===== src/hw/ubc_pkg.sv =====
/*
 ubc_pkg: register map, field positions, reset values and frame counts
 for the serial baud and frame configuration block.
 assumes: 32-bit Avalon-MM word registers at byte addresses.
*/
package ubc_pkg;
	localparam int CLK_HZ = 20_000_000;
	localparam int OVERSAMPLE = 16;
	localparam int DIV_W = 13;
	localparam int DIV_HIGH_W = 5;
	localparam int ADDR_W = 5;

	localparam logic [4:0] OFF_DIV_HIGH = 5'h00;
	localparam logic [4:0] OFF_DIV_LOW = 5'h04;
	localparam logic [4:0] OFF_FRAME_ONE = 5'h08;
	localparam logic [4:0] OFF_FRAME_TWO = 5'h0C;
	localparam logic [4:0] OFF_LINE_CTRL = 5'h10;
	localparam logic [4:0] OFF_STATUS = 5'h14;

	localparam logic [4:0] RST_DIV_HIGH = 5'h00;
	localparam logic [7:0] RST_DIV_LOW = 8'h04;
	localparam logic [7:0] RST_FRAME_ONE = 8'h00;
	localparam logic [DIV_W-1:0] DIV_ZERO = 13'h0000;
	localparam logic [DIV_W-1:0] DIV_ONE = 13'h0001;

	localparam int BIT_LOOP = 7;
	localparam int BIT_WAIT_FREEZE = 6;
	localparam int BIT_RX_SOURCE = 5;
	localparam int BIT_NINE = 4;
	localparam int BIT_WAKE = 3;
	localparam int BIT_IDLE_TYPE = 2;
	localparam int BIT_PAR_EN = 1;
	localparam int BIT_PAR_TYPE = 0;
	localparam int BIT_TX_EN = 3;
	localparam int BIT_RX_EN = 2;
	localparam int BIT_DIR = 5;

	localparam logic [3:0] FRAME_BITS_8 = 4'hA;
	localparam logic [3:0] FRAME_BITS_9 = 4'hB;
	localparam logic [3:0] IDLE_BITS_8 = 4'hA;
	localparam logic [3:0] IDLE_BITS_9 = 4'hB;

	typedef enum logic [1:0] {
		ROUTE_NORMAL = 2'b00,
		ROUTE_LOOP = 2'b01,
		ROUTE_SINGLE = 2'b10
	} ubc_route_t;

	typedef enum logic [0:0] {
		BUS_IDLE = 1'b0,
		BUS_ANSWER = 1'b1
	} ubc_bus_t;
endpackage


===== src/hw/ubc_config.sv =====
/*
 ubc_config: baud divisor and frame configuration registers of the
 async serial interface, pin routing and the oversampling tick.
 assumes: Avalon-MM master on clk; pins arrive unsynchronised;
 tx/rx sequencers run on the same clock and use tick.
*/
// The Avalon-MM register port and the register offsets were left to the implementer.
// Functional notes
// - all serial activity halts while the chip is in any stop mode.
// - high divisor write is buffered; low write loads the full divisor.
// - low byte resets non-zero; generator idle until tx or rx enabled.
// - divisor zero disables the rate generator, no ticks.
// - divisor is thirteen bits; low byte bits 7:0, high byte the rest.
// - loop select feeds transmitter into receiver, except single-wire with direction clear; receive pin unused.
// - receiver source matters only in loop; zero loopback, one single-wire.
// - wait freeze stops clocks in wait mode; cleared keeps them running.
// - character length bit adds ninth data bit before stop.
// - wakeup bit selects idle-line or address-mark wakeup.
// - idle type picks count start after start or stop bit.
// - parity enable generates and checks parity in the top data bit.
// - parity type selects even or odd count of ones.
// - receive pin released when receiver off or loop select set.
// - single-wire direction bit decides if transmit pin drives.
`timescale 1ns/1ps
module ubc_config import ubc_pkg::*; (
	input wire logic clk,
	input wire logic rst,
	input wire logic ce,
	input wire logic [ADDR_W-1:0] address,
	input wire logic read,
	input wire logic write,
	input wire logic [3:0] byteenable,
	input wire logic [31:0] writedata,
	output logic [31:0] readdata,
	output logic waitrequest,
	input wire logic stopMode,
	input wire logic waitMode,
	input wire logic rxPinIn,
	output logic rxPinOwned,
	input wire logic txPinIn,
	output logic txPinOut,
	output logic txPinOe,
	input wire logic txSerial,
	input wire logic txBusy,
	output logic rxSerial,
	output logic baudTick,
	output logic transmitterEnable,
	output logic receiverEnable,
	output logic nineBitChars,
	output logic addressMarkWake,
	output logic idleAfterStop,
	output logic [3:0] frameBits,
	output logic [3:0] idleBits,
	input wire logic [8:0] txChar,
	output logic txParityBit,
	input wire logic [8:0] rxChar,
	output logic rxParityError
);
	ubc_bus_t bus_reg;
	ubc_bus_t bus_next;
	ubc_route_t route;
	logic [4:0] highBuf_reg;
	logic [DIV_W-1:0] divisor_reg;
	logic [7:0] frameOne_reg;
	logic txEnable_reg;
	logic rxEnable_reg;
	logic wireDir_reg;
	logic armed_reg;
	logic [31:0] readdata_reg;
	logic [31:0] readNext;
	logic [1:0] pinMeta_reg;
	logic [1:0] pinSync_reg;
	logic [1:0] pinRaw;
	logic request;
	logic accept;
	logic doWrite;
	logic lowLane;
	logic wrHigh;
	logic wrLow;
	logic wrFrameOne;
	logic wrFrameTwo;
	logic wrLine;
	logic loopSel;
	logic rxSource;
	logic waitFreeze;
	logic genEnable;
	logic genHold;
	logic rxPinSync;
	logic txPinSync;
	logic parityOn;
	logic oddParity;

	// odd-count of ones over the lower data bits of a character
	function automatic logic lowerOnes(input logic [8:0] c, input logic nine);
		lowerOnes = nine ? ^c[7:0] : ^c[6:0];
	endfunction

	function automatic logic topBit(input logic [8:0] c, input logic nine);
		topBit = nine ? c[8] : c[7];
	endfunction

	// pin synchronisers; stage one is read only by stage two
	assign pinRaw = {txPinIn, rxPinIn};
	genvar g;
	generate
		for (g = 0; g < 2; g++) begin : gSync
			always_ff @(posedge clk or posedge rst) begin
				if (rst) begin
					pinMeta_reg[g] <= 1'b1;
					pinSync_reg[g] <= 1'b1;
				end else if (ce) begin
					pinMeta_reg[g] <= pinRaw[g];
					pinSync_reg[g] <= pinMeta_reg[g];
				end
			end
		end
	endgenerate
	assign rxPinSync = pinSync_reg[0];
	assign txPinSync = pinSync_reg[1];

	// bus slave: one wait cycle, answer on the second edge
	assign request = read || write;
	assign accept = (bus_reg == BUS_ANSWER) && ce;
	assign waitrequest = request && !accept;
	assign doWrite = write && accept;
	assign lowLane = byteenable[0];
	assign wrHigh = doWrite && lowLane && (address == OFF_DIV_HIGH);
	assign wrLow = doWrite && lowLane && (address == OFF_DIV_LOW);
	assign wrFrameOne = doWrite && lowLane && (address == OFF_FRAME_ONE);
	assign wrFrameTwo = doWrite && lowLane && (address == OFF_FRAME_TWO);
	assign wrLine = doWrite && lowLane && (address == OFF_LINE_CTRL);
	assign readdata = readdata_reg;

	always_comb begin
		bus_next = bus_reg;
		case (bus_reg)
			BUS_IDLE: begin
				if (request) begin
					bus_next = BUS_ANSWER;
				end
			end
			BUS_ANSWER: begin
				bus_next = BUS_IDLE;
			end
			default: begin
				bus_next = BUS_IDLE;
			end
		endcase
	end

	// read mux; high byte reads the buffered value, unmapped reads zero
	always_comb begin
		readNext = 32'h0000_0000;
		if (address == OFF_DIV_HIGH) begin
			readNext[4:0] = highBuf_reg;
		end else if (address == OFF_DIV_LOW) begin
			readNext[7:0] = divisor_reg[7:0];
		end else if (address == OFF_FRAME_ONE) begin
			readNext[7:0] = frameOne_reg;
		end else if (address == OFF_FRAME_TWO) begin
			readNext[BIT_TX_EN] = txEnable_reg;
			readNext[BIT_RX_EN] = rxEnable_reg;
		end else if (address == OFF_LINE_CTRL) begin
			readNext[BIT_DIR] = wireDir_reg;
		end else if (address == OFF_STATUS) begin
			readNext[4:0] = {armed_reg, genEnable, txPinOe, rxPinOwned, rxSerial};
		end
	end

	always_ff @(posedge clk or posedge rst) begin
		if (rst) begin
			bus_reg <= BUS_IDLE;
			readdata_reg <= 32'h0000_0000;
		end else if (ce) begin
			bus_reg <= bus_next;
			if (bus_reg == BUS_IDLE && read) begin
				readdata_reg <= readNext;
			end
		end
	end

	// divisor: high five bits only buffered until low byte written
	always_ff @(posedge clk or posedge rst) begin
		if (rst) begin
			highBuf_reg <= RST_DIV_HIGH;
			divisor_reg <= {RST_DIV_HIGH, RST_DIV_LOW};
		end else if (ce) begin
			if (wrHigh) begin
				highBuf_reg <= writedata[4:0];
			end
			if (wrLow) begin
				divisor_reg <= {highBuf_reg, writedata[7:0]};
			end
		end
	end

	always_ff @(posedge clk or posedge rst) begin
		if (rst) begin
			frameOne_reg <= RST_FRAME_ONE;
			txEnable_reg <= 1'b0;
			rxEnable_reg <= 1'b0;
			wireDir_reg <= 1'b0;
			armed_reg <= 1'b0;
		end else if (ce) begin
			if (wrFrameOne) begin
				frameOne_reg <= writedata[7:0];
			end
			if (wrFrameTwo) begin
				txEnable_reg <= writedata[BIT_TX_EN];
				rxEnable_reg <= writedata[BIT_RX_EN];
				// sticky: generator stays armed once either side was enabled
				if (writedata[BIT_TX_EN] || writedata[BIT_RX_EN]) begin
					armed_reg <= 1'b1;
				end
			end
			if (wrLine) begin
				wireDir_reg <= writedata[BIT_DIR];
			end
		end
	end

	// configuration fields
	assign loopSel = frameOne_reg[BIT_LOOP];
	assign rxSource = frameOne_reg[BIT_RX_SOURCE];
	assign waitFreeze = frameOne_reg[BIT_WAIT_FREEZE];
	assign nineBitChars = frameOne_reg[BIT_NINE];
	assign addressMarkWake = frameOne_reg[BIT_WAKE];
	assign idleAfterStop = frameOne_reg[BIT_IDLE_TYPE];
	assign parityOn = frameOne_reg[BIT_PAR_EN];
	assign oddParity = frameOne_reg[BIT_PAR_TYPE];
	assign transmitterEnable = txEnable_reg && !stopMode;
	assign receiverEnable = rxEnable_reg && !stopMode;
	assign frameBits = nineBitChars ? FRAME_BITS_9 : FRAME_BITS_8;
	assign idleBits = nineBitChars ? IDLE_BITS_9 : IDLE_BITS_8;

	// parity lives in the top data bit; generator fills it, checker tests it
	assign txParityBit = parityOn ? (lowerOnes(txChar, nineBitChars) ^ oddParity)
		: topBit(txChar, nineBitChars);
	assign rxParityError = parityOn
		&& ((lowerOnes(rxChar, nineBitChars) ^ topBit(rxChar, nineBitChars)) != oddParity);

	// routing: receiver source only counts with loop select set
	assign route = !loopSel ? ROUTE_NORMAL : (rxSource ? ROUTE_SINGLE : ROUTE_LOOP);
	assign rxPinOwned = receiverEnable && (route == ROUTE_NORMAL);
	assign txPinOut = txSerial;

	always_comb begin
		case (route)
			ROUTE_NORMAL: begin
				rxSerial = rxPinSync;
				txPinOe = transmitterEnable || (txBusy && !stopMode);
			end
			ROUTE_LOOP: begin
				rxSerial = txSerial;
				txPinOe = transmitterEnable || (txBusy && !stopMode);
			end
			ROUTE_SINGLE: begin
				// direction bit picks driver; receiver hears txSerial when set, the synchronised transmit pin when clear
				txPinOe = transmitterEnable && wireDir_reg;
				rxSerial = wireDir_reg ? txSerial : txPinSync;
			end
			default: begin
				rxSerial = rxPinSync;
				txPinOe = 1'b0;
			end
		endcase
	end

	// rate generator: armed, not stopped; wait freeze holds the count
	assign genEnable = armed_reg && !stopMode;
	assign genHold = waitMode && waitFreeze;

	ubc_rate_gen #(.W(DIV_W)) uRate (
		.clk(clk),
		.rst(rst),
		.ce(ce),
		.enable(genEnable),
		.hold(genHold),
		.divisor(divisor_reg),
		.tick(baudTick)
	);

	property p_high_buffered;
		@(posedge clk) disable iff (rst) (wrHigh && !wrLow) |=> $stable(divisor_reg);
	endproperty
	a_high_buffered: assert property (p_high_buffered) else $error("high write moved divisor");

	property p_low_loads;
		@(posedge clk) disable iff (rst)
			wrLow |=> divisor_reg == {$past(highBuf_reg), $past(writedata[7:0])};
	endproperty
	a_low_loads: assert property (p_low_loads) else $error("low write did not load divisor");

	property p_unarmed_silent;
		@(posedge clk) disable iff (rst) !armed_reg |=> !baudTick;
	endproperty
	a_unarmed_silent: assert property (p_unarmed_silent) else $error("tick before enable");

	property p_stop_silent;
		@(posedge clk) disable iff (rst) (stopMode && ce) [*2] |-> !baudTick;
	endproperty
	a_stop_silent: assert property (p_stop_silent) else $error("tick in stop mode");

	property p_wait_freeze;
		@(posedge clk) disable iff (rst) (ce && waitMode && waitFreeze) |=> !baudTick;
	endproperty
	a_wait_freeze: assert property (p_wait_freeze) else $error("tick during wait freeze");

	property p_loopback;
		@(posedge clk) disable iff (rst)
			(loopSel && !rxSource) |-> (rxSerial == txSerial) && !rxPinOwned;
	endproperty
	a_loopback: assert property (p_loopback) else $error("loopback route wrong");

	property p_rx_release;
		@(posedge clk) disable iff (rst) (loopSel || !rxEnable_reg) |-> !rxPinOwned;
	endproperty
	a_rx_release: assert property (p_rx_release) else $error("receive pin held");

	property p_single_dir;
		@(posedge clk) disable iff (rst)
			(loopSel && rxSource && !wireDir_reg) |-> !txPinOe && (rxSerial == txPinSync);
	endproperty
	a_single_dir: assert property (p_single_dir) else $error("single-wire direction ignored");

	property p_parity_sum;
		@(posedge clk) disable iff (rst)
			(parityOn && !nineBitChars) |-> ((^txChar[6:0]) ^ txParityBit) == oddParity;
	endproperty
	a_parity_sum: assert property (p_parity_sum) else $error("parity bit wrong");

	property p_bus_answer;
		@(posedge clk) disable iff (rst) (request && ce && bus_reg == BUS_IDLE) |=> (ce |-> !waitrequest);
	endproperty
	a_bus_answer: assert property (p_bus_answer) else $error("bus answer late");

	c_write_pair: cover property (@(posedge clk) disable iff (rst) wrHigh ##[1:20] wrLow);
	c_single_wire: cover property (@(posedge clk) disable iff (rst) route == ROUTE_SINGLE && txPinOe);
	c_first_tick: cover property (@(posedge clk) disable iff (rst) $rose(armed_reg) ##[1:40] baudTick);
	c_nine_parity: cover property (@(posedge clk) disable iff (rst) nineBitChars && parityOn && rxParityError);
endmodule


===== src/hw/ubc_rate_gen.sv =====
/*
 ubc_rate_gen: modulo divider giving one oversampling tick every
 divisor bus clocks, sixteen ticks per bit.
 assumes: divisor and control come from flops on the same clock.
*/
`timescale 1ns/1ps
module ubc_rate_gen import ubc_pkg::*; #(
	parameter int W = DIV_W
) (
	input wire logic clk,
	input wire logic rst,
	input wire logic ce,
	input wire logic enable,
	input wire logic hold,
	input wire logic [W-1:0] divisor,
	output logic tick
);
	logic [W-1:0] count_reg;
	logic [W-1:0] count_next;
	logic tick_reg;
	logic active;
	logic wrap;

	// zero divisor keeps the counter parked, saving current
	assign active = enable && (divisor != '0);
	assign wrap = count_reg >= divisor;
	assign count_next = wrap ? W'(1) : W'(count_reg + W'(1));
	assign tick = tick_reg;

	always_ff @(posedge clk or posedge rst) begin
		if (rst) begin
			count_reg <= W'(1);
			tick_reg <= 1'b0;
		end else if (ce) begin
			if (!active) begin
				count_reg <= W'(1);
				tick_reg <= 1'b0;
			end else if (hold) begin
				tick_reg <= 1'b0; // frozen, count kept
			end else begin
				count_reg <= count_next;
				tick_reg <= wrap;
			end
		end
	end

	property p_zero_silent;
		@(posedge clk) disable iff (rst) (ce && divisor == '0) |=> !tick;
	endproperty
	a_zero_silent: assert property (p_zero_silent) else $error("tick with zero divisor");

	property p_tick_gap;
		@(posedge clk) disable iff (rst)
			(ce && tick && active && !hold && divisor > W'(1)) |=> !tick;
	endproperty
	a_tick_gap: assert property (p_tick_gap) else $error("ticks too close");

	property p_two_spacing;
		@(posedge clk) disable iff (rst)
			(tick && divisor == W'(2) && ce && active && !hold)
			##1 (ce && active && !hold && divisor == W'(2)) [*2] |-> tick;
	endproperty
	a_two_spacing: assert property (p_two_spacing) else $error("divide by two spacing wrong");

	c_tick: cover property (@(posedge clk) disable iff (rst) tick ##1 !tick ##1 tick);
endmodule


===== config.mk =====
export PLATFORM = sky130hd
export DESIGN_NAME = ubc_config
export DESIGN_NICKNAME = d
export VERILOG_FILES = /design/src/hw/ubc_pkg.sv /design/src/hw/ubc_config.sv /design/src/hw/ubc_rate_gen.sv
export SDC_FILE = /design/constraint.sdc
export NUM_CORES = 1
export LEC_CHECK = 0
export ABC_AREA = 1
export ABC_CLOCK_PERIOD_IN_PS = 2100
export BUFFER_PORTS_ARGS = -buffer_cell sky130_fd_sc_hd__buf_2
export CAP_MARGIN = 10
export CORE_MARGIN = 5
export CORE_UTILIZATION = 53
export CTS_BUF_LIST = sky130_fd_sc_hd__clkbuf_8
export DETAILED_ROUTE_END_ITERATION = 10
export GPL_ROUTABILITY_DRIVEN = 1
export PLACE_DENSITY = 0.83
export SLEW_MARGIN = 20
export SYNTH_ARGS = -nofsm -noshare
export SYNTH_HDL_FRONTEND = slang
export SYNTH_SLANG_ARGS = --single-unit

===== constraint.sdc =====
create_clock -name clk -period 2.1 [get_ports clk]
set_input_delay 0.42 -clock clk [delete_from_list [all_inputs] [get_ports clk]]
set_output_delay 0.42 -clock clk [all_outputs]
set_load 0.005 [all_outputs]

# After elaboration in Yosys (flattened, before gate mapping)
# Cells that the tools add are included.
# classes
add_sub_neg,1
multipliers,0
n_div,0
n_lt_le_gt_ge,1
n_eq_ne,9
n_shift,0
mux,29
n_bitwise,3
reduce_logical,40
# ops
op,n
13-bit two-way mux,3
1-bit logical AND,19
8-bit XOR reduction,2
5-bit two-way mux,3
2-bit AND reduction,7
7-bit XOR reduction,2
13-bit by 1-bit adder with 13-bit output (second input constant),1
13-bit greater-or-equal comparator,1
13-bit nonzero test,1
2-bit two-way mux,6
1-bit two-way mux,11
5-bit by 4-bit equality test with 1-bit output (second input constant),2
5-bit equality test (second input constant),2
8-bit two-way mux,1
6-bit two-way mux,1
1-bit one-hot mux with 2 select lines,3
5-bit by 3-bit equality test with 1-bit output (second input constant),1
5-bit logical NOT,1
1-bit logical OR,3
3-bit two-way mux,1
3-bit AND reduction,1
2-bit by 1-bit equality test with 1-bit output (second input constant),1
2-bit equality test (second input constant),1
1-bit logical NOT,2
other kinds (6),7
# totals
register_bits,57
latchBits,0
mem_bits_rw,0
mem_bits_ro,0
input_bits,70
elab_cells,98
memories,0

# Longest topological paths before layout
# Gate-level depths: netlist of the first run.
# logic_depth
depth_word,11
depth_mapped,11
ltp_nobuf,11

# Hierarchy
# From an unflattened synthesis of the first run, not the netlist that was laid out.
# unflattened
hier_cells,572
area_unflattened_um2,4032.6
# modules_own_cells
module,n_inst,cells_per_inst,area_each_um2
ubc_config,1,358,2638.8
ubc_rate_gen,1,214,1393.8

# Worst setup path after synthesis of the first run
# OpenSTA, ideal clock, no wires.
# synth_path
kind,register -> register
from,register divisor_reg[2]
to,register uRate.count_reg[10]
arrival_time_ns,1.564
setup_slack_ns,0.465
path_stages_with_launch,12
path_buffers,0
synth_period_minus_slack_ns,1.635
cell_sequence,dfstp_2 inv_1 ha_1 nand2_1 nand2_1 nand2_1 nand3_1 nand2_1 nand3_2 nor2_2 nor2_4 nor2_1
# synth_between
elab_chain_len,4
word_cells_on_any_way,8
# synth_rtl
item,line,source
start: declaration,ubc_config.sv:63,logic [DIV_W-1:0] divisor_reg;
start signal: assignment,ubc_config.sv:186,"divisor_reg <= {RST_DIV_HIGH, RST_DIV_LOW};"
start signal: assignment,ubc_config.sv:192,"divisor_reg <= {highBuf_reg, writedata[7:0]};"
13-bit greater-or-equal comparator or 13-bit nonzero test (tied branches),"ubc_rate_gen.sv:26, ubc_rate_gen.sv:25",
13-bit two-way mux or 1-bit logical AND (tied branches),"ubc_rate_gen.sv:27, ubc_rate_gen.sv:25",
13-bit two-way mux or 2-bit != test (tied branches),n/a,
13-bit two-way mux or 2-bit AND reduction (tied branches),n/a,
end signal: assignment,ubc_rate_gen.sv:41,count_reg <= count_next;
end: declaration,ubc_rate_gen.sv:18,logic [W-1:0] count_reg;
# Parallel ways exist; a longest one is shown, timed or not. The select of a mux whose other input is x is not followed.
# A chain may end at the register's enable or synchronous reset.

# Final worst setup path of the first run
# layout_path
from,register frameOne_reg[4]
to,output txParityBit
# layout_between
elab_chain_len,3
word_cells_on_any_way,4
# layout_rtl
item,line,source
start: declaration,ubc_config.sv:64,logic [7:0] frameOne_reg;
start signal: assignment,ubc_config.sv:206,frameOne_reg <= writedata[7:0];
1-bit two-way mux,ubc_config.sv:95,lowerOnes = nine ? ^c[7:0] : ^c[6:0];
1-bit bitwise XOR,ubc_config.sv:237,"assign txParityBit = parityOn ? (lowerOnes(txChar, nineBitChars) ^ oddParity)"
1-bit two-way mux *,ubc_config.sv:237,
end: declaration,ubc_config.sv:55,"output logic txParityBit,"
# Every way passes the cells marked *; elsewhere a longest branch is shown, timed or not.

==> results.md, run 1 <==
- Status: complete, no violations
- Buffers on Ports: 65
- CP endpoint kind: output port
- Setup-failing EPs final: 0
- DRC: 0
- CTS clk-pin slew, worst paths: approximately 70 ps
- DIE AREA: around 9100 sq um
- Slew Viols, Final: 0
- Clock Skews: roughly 10 ps
- Vias: approximately 3600
- Top layer in use: met4
- Overall die height: between 90 and 100 um
- Critical path class: reg -> out
- Final net count: between 600 and 700
- Layout cells sized above 1: 0.213
- Syn Area/Cell: about 7.3 sq um
- Cell area after synthesis: around 3900 sq um
- Area grow syn2layout: 13.5%
- First-pass GRT wire length: about 15000 um
- Hpwl dp: between 6000 and 7000 um
- Crit. Startpoint: frameOne_reg[4]
- Worst Setup Start Kind: register
- Max Freq: 0.501 GHz
- Post-synthesis sequential area ratio: 0.370
- Initial core utilization: 0.540
- H-Tree Level Count: 3
- WP data required: ~1700 ps
- Synth Instances: ~530
- Site row count: 31
- Core ar.: around 7000 sq um
- Final hold violations: 0
- Most frequent cells in the layout: nand2_1 (143), inv_1 (78), buf_2 (65)
- Syn. warnings: 0
- Vias per inst: roughly 5.0
- Start of the worst register-to-register path: divisor_reg[2]
- Sinks on the clock net: 57
- Synthesis-stage register bit count: between 50 and 60
- Number of routed nets with antenna violations: 0
- Routed len/inst: around 13 um
- Pwr dens: roughly 630 nW/um^2
- Dpl cells: a little under 700
- Clock Tree Buf Depth: 2
- Hold_buf cts: 0
- CTS Buf Count: 9
- Fin crit share: 0.951
- Top post-synthesis cells by area: dfrtp_1 (33%), nand2_1 (14%), inv_1 (7.5%)
- First-pass DRT Iterations: 5
- Met2 WL: 4380 um
- Arrival time worst endpoint: approximately 1600 ps
- Met1 wire length: slightly below 4000 um
- Setup TNS: 0 ps
- Root buffer cell: clkbuf_8
- Synth Flop Type: dfrtp_1
- Antenna cells: 0
- Iteration-0 DRC count of the detailed router: slightly below 300
- Final hold slack: ~130 ps
- VDD IR max: around 460 uV
- Vias in the first global route: roughly 3300
- Async SR Flop Fraction: 1.00
- Post-synth top area share: 0.329
- Post-synthesis cell type count: 36
- Clk_lat worst skew: around 340 ps
- Hold crit path type: in -> async
- RePlAce Congestion: just under 0.9
- Chip Width: 95.5 um
- Routed wl met3: 615 um
- Worst r2r path cells: 11
- Post-Layout Cell Count: just over 700
- Largest net degree at the start of global routing: a little under 60
- Post-synth EDFFs: 0
- Post-Route WL: slightly above 9000 um
- Yosys top cell by area: dfrtp_1
- Minimum clock period: approximately 2000 ps
- Antenna violations before repair: 0
- GRT overflow: 0
- Most common cell after layout, fill and taps aside: nand2_1
- Maximum net fanout on the critical path: 6
- Leakage: ~2.5 nW
- All-Layer GR Usage: 0.209
- Max-cap violation count: 0
- TritonCTS clock tree: yes
- I/O pins: 123
==> area by class of cell <==
type,count,area (sq um)
clock buffer,11,151
timing repair buffer,73,398
fill,647,2780
inverter,82,312
multi-input combinational,379,1930
tap,99,124
sequential,57,1440
clock inverter,5,47.5
==> critical path: stages, from the launching register on <==
cell and delay [ps]:
dfrtp_2 450, nand2_2 90, xnor2_2 110, xor2_1 220, nand3_1 110, nand3_1 100
nand2_1 50, buf_2 120
==> synth_stat cells (all sizes together) (4+ instances only) <==
master / instances
nand2: 150
inv: 81
dfrtp: 51
nor2: 51
o21ai: 43
buf: 41
nand3: 34
a21oi: 19
ha: 14
nand4: 12
nor3: 7
dfstp: 6
xnor2: 5
xor2: 4
==> path summary, 6_finish.rpt <==
check / end / slack [ps]
worst max register to register: uRate.count_reg[12] / 230
min in group clk: pinMeta_reg[0] / 300
worst max-delay path: txParityBit / 100
max in group asynchronous: divisor_reg[2] / 1670
worst min register to register: rxPinSync / 480
worst min-delay path: uRate.count_reg[3] / 130
==> layer usage <==
layer | global-route usage | vias to the layer above
met2 | 0.343 | 123
li1 | - | 1757
met1 | 0.274 | 1665
met5 | 0 | -
met3 | 0.0434 | 18
met4 | 0.0711 | 0
==> cells by family after synthesis <==
kind of cell	Yosys count	share of synthesized area
mux	1	0.00291
simple gates	258	0.300
compound gates	67	0.0962
buf+inv	125	0.163
xor+xnor	9	0.0203
fa+ha+maj	14	0.0452
other cells	2	0.00194
flops	57	0.370
==> where the power goes <==
part           total, W  internal (W)  switching (W)  leakage, nW
clock network   0.00104      0.000600       0.000436        0.112
logic          0.000501      0.000198       0.000304         1.60
registers       0.00124       0.00118      0.0000626        0.737
==> metrics by stage <==
| step | power, W | setup WS, ps | util | area (sq um) |
|---|---|---|---|---|
| after floorplan | 0.00162 | 290 | - | 3980 |
| after global placement | 0.00172 | 302 | 0.579 | 4160 |
| after detailed placement | 0.00175 | 261 | 0.579 | 4160 |
| after CTS | 0.00277 | 7.37 | 0.607 | 4360 |
| after global routing | 0.00292 | -5.41 | 0.613 | 4400 |
| final | 0.00278 | 102 | 0.613 | 4400 |
==> repair_timing <==
item | CTS | global route
buffers inserted | 0 | 3
resized for setup | 0 | 5
endpoints found under the setup margin | 0 | 1
No activity file was read; power rests on OpenSTA's default activity.
==> inputs of run 2 (changes only) <==
--- a/config.mk
+++ b/config.mk
@@ -9,11 +9,11 @@
 export ABC_CLOCK_PERIOD_IN_PS = 2100
 export BUFFER_PORTS_ARGS = -buffer_cell sky130_fd_sc_hd__buf_2
 export CAP_MARGIN = 10
-export CORE_MARGIN = 5
 export CORE_UTILIZATION = 53
 export CTS_BUF_LIST = sky130_fd_sc_hd__clkbuf_8
 export DETAILED_ROUTE_END_ITERATION = 10
 export GPL_ROUTABILITY_DRIVEN = 1
+export GPL_TIMING_DRIVEN = 0
 export PLACE_DENSITY = 0.83
 export SLEW_MARGIN = 20
 export SYNTH_ARGS = -nofsm -noshare
==> run 2 against run 1 <==
Maximum frequency shrank 1.9%; die area shrank 16%; non-clock buffer count grew 36; critical path depth is the same; routed wire length grew 6.1%; via count grew 5.1%; first-iteration DRC count shrank 6.2%; global-route usage grew 6.6 points; flip-flop and latch count is the same; sequential share of layout area shrank 2.2 points; clock skew shrank 4.3 ps.
==> results.md, run 2 (synthesized netlist as in run 1, its figures left out) <==
- Area grow syn2layout: 21.4%
- Crit. Startpoint: frameOne_reg[4]
- VDD IR max: ~510 uV
- DIE AREA: 7660 sq um
- Fillers: between 500 and 600
- Critical path class: reg -> out
- Vias: roughly 3700
- Most common cell after layout, fill and taps aside: nand2_1
- WP data required: approximately 1700 ps
- Clock Skews: 5.95 ps
- Chip Width: 87.5 um
- Arrival time worst endpoint: about 1600 ps
- Overall die height: between 80 and 90 um
- Worst Setup Start Kind: register
- FF-to-FF setup slack: between 100 and 150 ps
- Start of the worst register-to-register path: divisor_reg[2]
- Max Freq: around 0.49 GHz
- DRC: 0
- Final hold violations: 0
- Status: complete, no violations
- CP endpoint kind: output port
- RePlAce Congestion: 0.899
- TritonCTS clock tree: yes
- Final net count: slightly above 700
- Root buffer cell: clkbuf_8
- Vias per inst: approximately 5.1
- Buffers on Ports: 64
- All-Layer GR Usage: 0.275
- Site row count: 30
- Leakage: between 2 and 3 nW
- Most frequent cells in the layout: nand2_1 (144), inv_1 (77), buf_2 (66)
- CTS Buf Count: 9
- Clock Tree Buf Depth: 2
- Max-cap violation count: 0
- Clk_lat worst skew: between 300 and 400 ps
- RSZ-0062 raised after global routing: true
- Hold_buf cts: 0
- I/O pins: between 100 and 150
- Iteration-0 DRC count of the detailed router: 272
- Hold crit path type: in -> async
- Minimum clock period: approximately 2000 ps
- Slew Limit Headroom: 0.527
- Setup-failing EPs final: 0
- First-pass GRT wire length: 15900 um
- Hpwl dp: slightly above 7000 um
- H-Tree Level Count: 3
- Antenna violations before repair: 0
- Post-Layout Cell Count: around 740
- Worst-margin pin slew: roughly 700 ps
- Routed len/inst: approximately 13 um
- Number of routed nets with antenna violations: 0
- Post-Route WL: 9670 um
- Initial core utilization: 0.558
- Vias in the first global route: roughly 3500
- Maximum net fanout on the critical path: 2
- Antenna cells: 0
- Sinks on the clock net: 57
- Largest net degree at the start of global routing: 58
- Worst r2r path cells: 11
- Final hold slack: 179 ps
- Pwr dens: roughly 660 nW/um^2
- Slew Viols, Final: 0
- CTS clk-pin slew, worst paths: about 70 ps
- Fin crit share: 0.970
- First-pass DRT Iterations: 5
- GRT overflow: 0
- Layout cells sized above 1: 0.250
- RR Endpoint: uRate.count_reg[7]
- Core ar.: 6940 sq um
- Dpl cells: 721
## run 2: critical path, cell delays in order (launching register included)
cell and delay [ps]:
dfrtp_2 400, nand2_1 80, xnor2_1 140, xor2_1 250, nand3_1 120, nand3_1 100
nand2_1 50, buf_2 120
## run 2: final cells by class
cell class,count,area (sq um),share of cell area
well taps,96,120,0.0255
flip-flops and latches,57,1440,0.305
clock inverters,5,103,0.0218
multi-input cells,379,1930,0.409
inverters,82,314,0.0667
repair buffers,66,335,0.0713
clock buffers,11,151,0.0322
plain buffers,43,322,0.0683
## run 2: repair_timing
action                     in CTS  in global routing
pin swaps                       1                  1
setup endpoints to repair       1                  7
resized for setup               1                  3
setup buffers                   2                  0
## run 2: per-stage QoR
step	util	TNS [ps]	total power (W)	instance area, sq um	setup slack (ps)
3_5_place_dp	0.637	0	0.00179	4420	153
6_report	0.678	0	0.00310	4710	62.6
4_1_cts	0.676	0	0.00310	4690	36.7
3_3_place_gp	0.637	-20900	0.00176	4420	-413
5_1_grt	0.678	-9.52	0.00325	4710	-9.52
2_1_floorplan	-	0	0.00162	3980	290
## run 2: report_power, final
group | total [W] | internal [W] | switching (W)
Combinational | 0.000549 | 0.000231 | 0.000318
Clock | 0.00131 | 0.000851 | 0.000463
Sequential | 0.00124 | 0.00118 | 0.0000611
## run 2: worst max-delay path by stage
stage                         end  slack, ps  cells after the start
4_1_cts               txParityBit         40                      9
6_report              txParityBit         60                      7
3_3_place_gp          readdata[7]       -410                      2
3_5_place_dp   uRate.count_reg[3]        150                     11
2_1_floorplan           armed_reg        290                      1
5_1_grt        uRate.count_reg[7]        -10                      9
## run 2: layer usage
metal  GRT usage  part of all wire  up-vias
met3      0.0616             0.077       31
li1            -                 -     1830
met4       0.118             0.030        0
met5           0                 0        -
met2       0.451              0.47      201
met1       0.351              0.42     1684
